File: src/inc/pin_select_regs.vh
// Purpose : Offsets, field layout, reset values for the pin selectors
// Assumes : 16-bit register port, byte offsets on 16-bit boundaries
// Notes   : Included by the selector top and the pin decoder
`ifndef PIN_SELECT_REGS_VH
`define PIN_SELECT_REGS_VH

// ----------------------------------------------------------------------
// Register offsets
// ----------------------------------------------------------------------
`define ADDR_W              4
`define PORT_D_OFFSET       4'h0
`define PORT_E_OFFSET       4'h2
`define PORT_F_OFFSET       4'h4
`define SELECT_STATUS_OFFSET 4'h6

// ----------------------------------------------------------------------
// Field layout and codes
// ----------------------------------------------------------------------
`define DATA_W              16
`define PINS                8
`define MODE_W              2
`define MODE_PERIPH         2'h0
`define MODE_OUTPUT         2'h1
`define MODE_IN_PULL        2'h2
`define MODE_IN_FLOAT       2'h3

// ----------------------------------------------------------------------
// Power-on reset values
// ----------------------------------------------------------------------
`define PORT_D_RESET        16'haa8a
`define PORT_E_RESET_HI     16'haaaa
`define PORT_E_RESET_LO     16'h2aa8
`define PORT_F_RESET_HI     16'haaaa
`define PORT_F_RESET_LO     16'h00aa

// ----------------------------------------------------------------------
// Per-port capability masks, one bit per pin
// ----------------------------------------------------------------------
`define PORT_D_PERIPH_MASK  8'hff
`define PORT_D_OUTPUT_MASK  8'haf
`define PORT_E_PERIPH_MASK  8'h34
`define PORT_E_OUTPUT_MASK  8'hff
`define PORT_F_PERIPH_MASK  8'hff
`define PORT_F_OUTPUT_MASK  8'h00

// ----------------------------------------------------------------------
// Status register fields
// ----------------------------------------------------------------------
`define STAT_STRAP_BIT      0
`define STAT_INIT_BIT       1
`define STAT_RSVD_D_BIT     4
`define STAT_RSVD_E_BIT     5
`define STAT_RSVD_F_BIT     6

`endif

File: src/hdl/pin_mode_decode.v
// Purpose : Decode one 8-pin selector word and steer the pins
// Assumes : Pin and peripheral signals synchronous to the system clock
// Notes   : Reserved codes leave the pin undriven with no pull-up
`timescale 1ns/1ps
`include "pin_select_regs.vh"

module pin_mode_decode #(
  parameter [7:0] PERIPH_MASK = 8'hff,
  parameter [7:0] OUTPUT_MASK = 8'hff
) (
  input  wire [15:0] select_word,
  input  wire [7:0]  pin_i,
  output wire [7:0]  pin_o,
  output wire [7:0]  pin_oe,
  output wire [7:0]  pin_pull_up,
  input  wire [7:0]  periph_o,
  input  wire [7:0]  periph_oe,
  output wire [7:0]  periph_i,
  input  wire [7:0]  port_out_data,
  output wire [7:0]  port_in_data,
  output wire [7:0]  reserved_sel
);

  // --------------------------------------------------------------------
  // Per-pin decode
  // --------------------------------------------------------------------
  genvar n;
  generate
    for (n = 0; n < `PINS; n = n + 1) begin : g_pin
      wire [1:0] mode;
      wire       sel_periph;
      wire       sel_out;
      assign mode = select_word[2*n+1:2*n];
      // Code 00 is a peripheral only where the pin has one
      assign sel_periph = (mode == `MODE_PERIPH) && PERIPH_MASK[n];
      // Code 01 is reserved on pins without a port output
      assign sel_out = (mode == `MODE_OUTPUT) && OUTPUT_MASK[n];
      assign reserved_sel[n] = ((mode == `MODE_PERIPH) && !PERIPH_MASK[n])
                             | ((mode == `MODE_OUTPUT) && !OUTPUT_MASK[n]);
      assign pin_o[n] = sel_periph ? periph_o[n] : port_out_data[n];
      assign pin_oe[n] = sel_periph ? periph_oe[n] : sel_out;
      assign pin_pull_up[n] = (mode == `MODE_IN_PULL);
      // Peripheral sees a quiet low unless it owns the pin
      assign periph_i[n] = sel_periph ? pin_i[n] : 1'b0;
      // Port read always shows the pin level, also in output mode
      assign port_in_data[n] = pin_i[n];
    end
  endgenerate

endmodule

File: src/hdl/pin_select.v
// Function
// - Port D selector: 16-bit RW, resets aa8a
// - Only power-on reset reloads selector registers
// - Port D fields: periph, output, pull, float
// - Port D pin2 periph, others pull-up at reset
// - Port D pins 4,6: 01 reserved, pull-up reset
// - Port E resets aaaa strap high, 2aa8 low
// - Port E pins 0,7: 00 reserved/debug
// - Port E pins 1-6: periph on 2,4,5
// - Port F resets aaaa strap high, 00aa low
// - Port F pins 4-7: 00 periph, strap reset
// - Port F pins 0-3 reset to pull-up always
//
// Purpose : Pin function selectors for ports D, E and F
// Assumes : nrst is the power-on reset; strap stable around its release
// Notes   : Strap-dependent values load on the first edge after release
//
// The address-and-strobe port and the register offsets were decided locally.
`timescale 1ns/1ps
`include "pin_select_regs.vh"

module pin_select (
  clk_sys,
  nrst,
  debug_mode_strap,
  addr,
  wr_data,
  wr_en,
  rd_en,
  rd_data,
  pin_d_i,
  pin_d_o,
  pin_d_oe,
  pin_d_pull_up,
  periph_d_o,
  periph_d_oe,
  periph_d_i,
  port_d_out_data,
  port_d_in_data,
  pin_e_i,
  pin_e_o,
  pin_e_oe,
  pin_e_pull_up,
  periph_e_o,
  periph_e_oe,
  periph_e_i,
  port_e_out_data,
  port_e_in_data,
  pin_f_i,
  pin_f_o,
  pin_f_oe,
  pin_f_pull_up,
  periph_f_o,
  periph_f_oe,
  periph_f_i,
  port_f_out_data,
  port_f_in_data
);

  // --------------------------------------------------------------------
  // Ports
  // --------------------------------------------------------------------
  input  wire                clk_sys;
  input  wire                nrst;
  input  wire                debug_mode_strap;
  input  wire [`ADDR_W-1:0]  addr;
  input  wire [`DATA_W-1:0]  wr_data;
  input  wire                wr_en;
  input  wire                rd_en;
  output reg  [`DATA_W-1:0]  rd_data;
  input  wire [7:0]          pin_d_i;
  output wire [7:0]          pin_d_o;
  output wire [7:0]          pin_d_oe;
  output wire [7:0]          pin_d_pull_up;
  input  wire [7:0]          periph_d_o;
  input  wire [7:0]          periph_d_oe;
  output wire [7:0]          periph_d_i;
  input  wire [7:0]          port_d_out_data;
  output wire [7:0]          port_d_in_data;
  input  wire [7:0]          pin_e_i;
  output wire [7:0]          pin_e_o;
  output wire [7:0]          pin_e_oe;
  output wire [7:0]          pin_e_pull_up;
  input  wire [7:0]          periph_e_o;
  input  wire [7:0]          periph_e_oe;
  output wire [7:0]          periph_e_i;
  input  wire [7:0]          port_e_out_data;
  output wire [7:0]          port_e_in_data;
  input  wire [7:0]          pin_f_i;
  output wire [7:0]          pin_f_o;
  output wire [7:0]          pin_f_oe;
  output wire [7:0]          pin_f_pull_up;
  input  wire [7:0]          periph_f_o;
  input  wire [7:0]          periph_f_oe;
  output wire [7:0]          periph_f_i;
  input  wire [7:0]          port_f_out_data;
  output wire [7:0]          port_f_in_data;

  // --------------------------------------------------------------------
  // Address decode
  // --------------------------------------------------------------------
  function hit;
    input [`ADDR_W-1:0] a;
    input [`ADDR_W-1:0] offset;
    begin
      hit = (a == offset);
    end
  endfunction

  // --------------------------------------------------------------------
  // State
  // --------------------------------------------------------------------
  reg  [`DATA_W-1:0] port_d_pin_select_reg;
  reg  [`DATA_W-1:0] port_d_pin_select_next;
  reg  [`DATA_W-1:0] port_e_pin_select_reg;
  reg  [`DATA_W-1:0] port_e_pin_select_next;
  reg  [`DATA_W-1:0] port_f_pin_select_reg;
  reg  [`DATA_W-1:0] port_f_pin_select_next;
  reg                init_done_reg;
  reg                strap_reg;
  reg                strap_next;
  reg  [`DATA_W-1:0] rd_data_next;
  wire [7:0]         rsvd_d;
  wire [7:0]         rsvd_e;
  wire [7:0]         rsvd_f;
  wire [`DATA_W-1:0] status_word;
  wire               wr_d;
  wire               wr_e;
  wire               wr_f;

  // Writes before the strap load are dropped, not held until it is done
  assign wr_d = wr_en && init_done_reg && hit(addr, `PORT_D_OFFSET);
  assign wr_e = wr_en && init_done_reg && hit(addr, `PORT_E_OFFSET);
  assign wr_f = wr_en && init_done_reg && hit(addr, `PORT_F_OFFSET);

  // --------------------------------------------------------------------
  // Next-state logic
  // --------------------------------------------------------------------
  always @* begin
    port_d_pin_select_next = port_d_pin_select_reg;
    port_e_pin_select_next = port_e_pin_select_reg;
    port_f_pin_select_next = port_f_pin_select_reg;
    strap_next = strap_reg;
    if (!init_done_reg) begin
      // Strap is held by the board through reset, sampled at release
      strap_next = debug_mode_strap;
      port_e_pin_select_next = debug_mode_strap ?
        `PORT_E_RESET_HI : `PORT_E_RESET_LO;
      port_f_pin_select_next = debug_mode_strap ?
        `PORT_F_RESET_HI : `PORT_F_RESET_LO;
    end
    // Reserved codes are stored as written; decoding makes them inert
    if (wr_d) begin
      port_d_pin_select_next = wr_data;
    end
    if (wr_e) begin
      port_e_pin_select_next = wr_data;
    end
    if (wr_f) begin
      port_f_pin_select_next = wr_data;
    end
  end

  // --------------------------------------------------------------------
  // Selector registers
  // --------------------------------------------------------------------
  // Only the power-on reset clears these; no other reset reaches them
  always @(posedge clk_sys or negedge nrst) begin
    if (!nrst) begin
      port_d_pin_select_reg <= `PORT_D_RESET;
      port_e_pin_select_reg <= `PORT_E_RESET_HI;
      port_f_pin_select_reg <= `PORT_F_RESET_HI;
      strap_reg <= 1'b1;
      init_done_reg <= 1'b0;
    end else begin
      port_d_pin_select_reg <= port_d_pin_select_next;
      port_e_pin_select_reg <= port_e_pin_select_next;
      port_f_pin_select_reg <= port_f_pin_select_next;
      strap_reg <= strap_next;
      init_done_reg <= 1'b1;
    end
  end

  // --------------------------------------------------------------------
  // Status word
  // --------------------------------------------------------------------
  assign status_word = {9'h000,
                        |rsvd_f,
                        |rsvd_e,
                        |rsvd_d,
                        2'h0,
                        init_done_reg,
                        strap_reg};

  // --------------------------------------------------------------------
  // Read path
  // --------------------------------------------------------------------
  always @* begin
    rd_data_next = 16'h0000;
    if (rd_en) begin
      if (hit(addr, `PORT_D_OFFSET)) begin
        rd_data_next = port_d_pin_select_reg;
      end else if (hit(addr, `PORT_E_OFFSET)) begin
        rd_data_next = port_e_pin_select_reg;
      end else if (hit(addr, `PORT_F_OFFSET)) begin
        rd_data_next = port_f_pin_select_reg;
      end else if (hit(addr, `SELECT_STATUS_OFFSET)) begin
        rd_data_next = status_word;
      end else begin
        rd_data_next = 16'h0000;
      end
    end
  end

  // Read data stand for one cycle only, zero otherwise
  always @(posedge clk_sys or negedge nrst) begin
    if (!nrst) begin
      rd_data <= 16'h0000;
    end else begin
      rd_data <= rd_data_next;
    end
  end

  // --------------------------------------------------------------------
  // Port D pins
  // --------------------------------------------------------------------
  // Pins 4 and 6 have no port output, so code 01 is reserved there
  pin_mode_decode #(
    .PERIPH_MASK (`PORT_D_PERIPH_MASK),
    .OUTPUT_MASK (`PORT_D_OUTPUT_MASK)
  ) u_port_d (
    .select_word   (port_d_pin_select_reg),
    .pin_i         (pin_d_i),
    .pin_o         (pin_d_o),
    .pin_oe        (pin_d_oe),
    .pin_pull_up   (pin_d_pull_up),
    .periph_o      (periph_d_o),
    .periph_oe     (periph_d_oe),
    .periph_i      (periph_d_i),
    .port_out_data (port_d_out_data),
    .port_in_data  (port_d_in_data),
    .reserved_sel  (rsvd_d)
  );

  // --------------------------------------------------------------------
  // Port E pins
  // --------------------------------------------------------------------
  // Code 00 on pins 0 and 7 is the debug setting, no peripheral here
  pin_mode_decode #(
    .PERIPH_MASK (`PORT_E_PERIPH_MASK),
    .OUTPUT_MASK (`PORT_E_OUTPUT_MASK)
  ) u_port_e (
    .select_word   (port_e_pin_select_reg),
    .pin_i         (pin_e_i),
    .pin_o         (pin_e_o),
    .pin_oe        (pin_e_oe),
    .pin_pull_up   (pin_e_pull_up),
    .periph_o      (periph_e_o),
    .periph_oe     (periph_e_oe),
    .periph_i      (periph_e_i),
    .port_out_data (port_e_out_data),
    .port_in_data  (port_e_in_data),
    .reserved_sel  (rsvd_e)
  );

  // --------------------------------------------------------------------
  // Port F pins
  // --------------------------------------------------------------------
  // Port F is input-only as a port: code 01 is reserved on every pin
  pin_mode_decode #(
    .PERIPH_MASK (`PORT_F_PERIPH_MASK),
    .OUTPUT_MASK (`PORT_F_OUTPUT_MASK)
  ) u_port_f (
    .select_word   (port_f_pin_select_reg),
    .pin_i         (pin_f_i),
    .pin_o         (pin_f_o),
    .pin_oe        (pin_f_oe),
    .pin_pull_up   (pin_f_pull_up),
    .periph_o      (periph_f_o),
    .periph_oe     (periph_f_oe),
    .periph_i      (periph_f_i),
    .port_out_data (port_f_out_data),
    .port_in_data  (port_f_in_data),
    .reserved_sel  (rsvd_f)
  );

endmodule

File: config.mk
export PLATFORM = sky130hd
export DESIGN_NAME = pin_select
export DESIGN_NICKNAME = d
export VERILOG_FILES = /design/src/hdl/pin_mode_decode.v /design/src/hdl/pin_select.v
export VERILOG_INCLUDE_DIRS = /design/src /design/src/inc
export SDC_FILE = /design/constraint.sdc
export NUM_CORES = 1
export LEC_CHECK = 0
export BUFFER_PORTS_ARGS = -buffer_cell sky130_fd_sc_hd__buf_2
export CORE_MARGIN = 1
export CORE_UTILIZATION = 44
export DETAILED_ROUTE_END_ITERATION = 6
export PLACE_DENSITY = 0.9
export SETUP_SLACK_MARGIN = 0.3
export SKIP_LAST_GASP = 1
export SYNTH_ARGS = -nofsm -noshare
export SYNTH_HDL_FRONTEND = slang
export SYNTH_HIERARCHICAL = 1
export SYNTH_SLANG_ARGS = --single-unit
File: constraint.sdc
create_clock -name clk_sys -period 2 [get_ports clk_sys]
set_input_delay 0.6 -clock clk_sys [delete_from_list [all_inputs] [get_ports clk_sys]]
set_output_delay 0.6 -clock clk_sys [all_outputs]
set_load 0.05 [all_outputs]
==> results.json <==
{
  "status": "complete, but fails checks",
  "n_antenna_cell": 0,
  "cp.required_ns": 1.40,
  "p_leak_nw": 3.731,
  "fin_nets": 869,
  "insertion_delay_ns": 0.33,
  "synth_edf_count": 0,
  "synthSimpleGateAreaFrac_pct": 27.15,
  "setup_violations": 14,
  "vdd_drop_max_uv": 385.0,
  "hp-class": "in2async",
  "synth-compound-area-share_pct": 10.79,
  "power_mw": 5.121,
  "synth_flop_cell": "dfrtp_1",
  "die_area_um2": 10150,
  "period_minus_slack_ns": 2.049,
  "fin_skew_ns": 0.007782,
  "timing.final.ws_setup_ns": -0.04935,
  "dp_hpwl_um": 9386,
  "r2r-start": "port_d_pin_select_reg[9]",
  "placement.io_buffers": 221,
  "async_reset_ff_share_pct": 100.0,
  "dr_total_vias": 4635,
  "drive_gt1_share_pct": 69.85,
  "antenna_found_initial": 0,
  "rrSetupSlack_ns": 0.12,
  "grt_pass1_wl_um": 23310,
  "area_growth_pct": 73.75,
  "crit_arrival_ns": 1.45,
  "critPathMaxFanout": 3,
  "synthTopCellsByArea": "dfrtp_1, dfstp_2, buf_4",
  "die_h_um": 100.7,
  "end_kind": "primary output",
  "coreArea_um2": 9328,
  "clock_sinks": 66,
  "start_util_pct": 46.00,
  "layout_commonest_cell": "buf_2",
  "synth_top_area_share_pct": 24.50,
  "drv_cap": 0,
  "clk_pin_slew_ns": 0.08,
  "synth_xor_area_share_pct": 0,
  "fin_util_pct": 79.92,
  "r2r_cells": 7,
  "drc": 0,
  "yosysTopAreaCell": "dfrtp_1",
  "period_share_pct": 102.5,
  "grt_max_degree": 67,
  "drtPass1Iterations": 4,
  "p_per_area_nw_per_um2": 687.0,
  "netlist_area_um2": 4290,
  "synth_cell_types": 40,
  "clk_path_buf_depth": 2,
  "maxSlewViolCount": 0,
  "synth_adder_area_share_pct": 0,
  "grt_usage_pct": 30.28,
  "cpLargestDelayFamily": "flip-flops",
  "cp_cell_sequence": "nor2_4 -> mux2_4 -> buf_8",
  "ys_seq_area_share_pct": 39.20,
  "syn-instance-count": 460,
  "gr-total-overflow": 0,
  "cts_root_buf": "clkbuf_8",
  "wl_per_cell_um": 18.27,
  "drtAntennaViolNets": 0,
  "num_io_pins": 257,
  "rows": 35,
  "gp_congestion": 0.8866,
  "clockPowerShare_pct": 21.6,
  "worstSetupStartpointType": "flip-flop",
  "cts_tree": "done",
  "crit_type": "reg2out",
  "tightest_slew_ns": 0.5815,
  "yosysWarnings": 6,
  "die_x_um": 100.7,
  "multi_input_area_um2": 2559,
  "final_cell_mix": "buf_2, buf_6, buf_4, nand2_1, buf_8",
  "violations": "setup timing",
  "synth-seq-cells": 66,
  "regArea_um2": 1698,
  "reg2reg_to": "rd_data[4]",
  "place_ws_ns": -0.1294,
  "power.share.sequential_pct": 30.8,
  "swShare_pct": 38.17,
  "synth_mux_area_share_pct": 11.32,
  "p_sw_mw": 1.955,
  "grt_pass1_vias": 4782,
  "cts_made_buffers": 9,
  "h-tree-depth": 3,
  "viasPerCell": 5.255,
  "synth_top_family_by_area": "simple AND/OR/NAND/NOR gates",
  "initialDrtViolationCount": 178,
  "critPathSlowestCell": "dfstp_2",
  "relSlewSlack_pct": 61.05,
  "p_comb_share_pct": 47.6,
  "intPower_mw": 3.167,
  "synth_area_per_cell_um2": 9.327,
  "fmax_mhz": 488.0,
  "slowest_delay_ns": 0.60,
  "final_hold_viol_count": 0,
  "drt-total-wl_um": 16110,
  "fillCellCount": 552,
  "rsz0062_at_grt": "true",
  "crit_buf_inv": 1
}
-- layer usage --
layer	up-vias	global-route usage, %	wire length, um
met1	2218	33.02	5714
li1	2065	-	-
met2	289	55.90	8564
met4	0	16.16	695
met3	63	5.132	1139
met5	-	0	0
-- how the worst max path moves through the flow --
stage | start | end | depth (start not counted)
after floorplan | addr[3] | port_d_pin_select_reg[0] | 5
after global placement | addr[2] | rd_data[9] | 6
after detailed placement | addr[2] | rd_data[14] | 6
after CTS | port_f_pin_select_reg[15] | pin_f_o[7] | 3
after global routing | port_f_pin_select_reg[15] | pin_f_o[7] | 3
final | port_f_pin_select_reg[15] | pin_f_o[7] | 3
-- final cells by class --
cell class,instances,area share (%)
Clock inverter,1,0.1007
Tap cell,129,2.165
Clock buffer,15,2.501
Sequential cell,66,22.78
Inverter,11,0.5539
Multi-Input combinational cell,330,34.32
Timing Repair Buffer,330,37.58
-- through the flow --
stage                     area, um^2  instances  setup TNS [ns]  hold WS, ns
after floorplan                 4415        472         -0.2248       0.3044
after global placement          5482        784          -1.510       0.4978
after detailed placement        5482        784          -1.984       0.4992
after CTS                       7126        862         -0.1134       0.2880
after global routing            7455        882         -0.7499       0.2964
final                           7455        882         -0.2766       0.2644
-- cells in the mapped netlist (all sizes together), types with 2 or more instances --
master / count
or4: 2
buf: 54
and2: 42
clkbuf: 11
dfstp: 24
mux2i: 2
mux2: 35
o22ai: 2
a21oi: 7
conb: 3
a31oi: 10
a221o: 6
nand2b: 3
nor2: 54
nand2: 47
inv: 10
a22oi: 11
nor4: 8
o221a: 3
o21ai: 29
nor2b: 14
and2b: 29
o21a: 2
dfrtp: 42
nor3: 4
-- kinds of logic after synthesis --
kind of cell / count (synthesis)
AND/OR/NAND/NOR: 206
buffers and inverters: 76
AO/OA/AOI/OAI: 72
flip-flops: 66
multiplexers: 37
other: 3
-- power groups by stage --
stage	sequential, mW	combinational [mW]	clock, mW
2_1_floorplan	1.59	1.28	0
3_3_place_gp	1.60	1.56	0
3_5_place_dp	1.61	1.59	0
4_1_cts	1.56	2.26	1.09
5_1_grt	1.59	2.54	1.16
6_report	1.58	2.44	1.10
-- repair_timing --
action                     in CTS  in global routing
gates resized for setup       309                 45
pin swaps                      33                 19
hold buffers                    0                  0
cloned                          0                  0
setup endpoints to repair     111                101
setup buffers                  62                 20
Note: power is estimated with default switching activity, not from simulation.
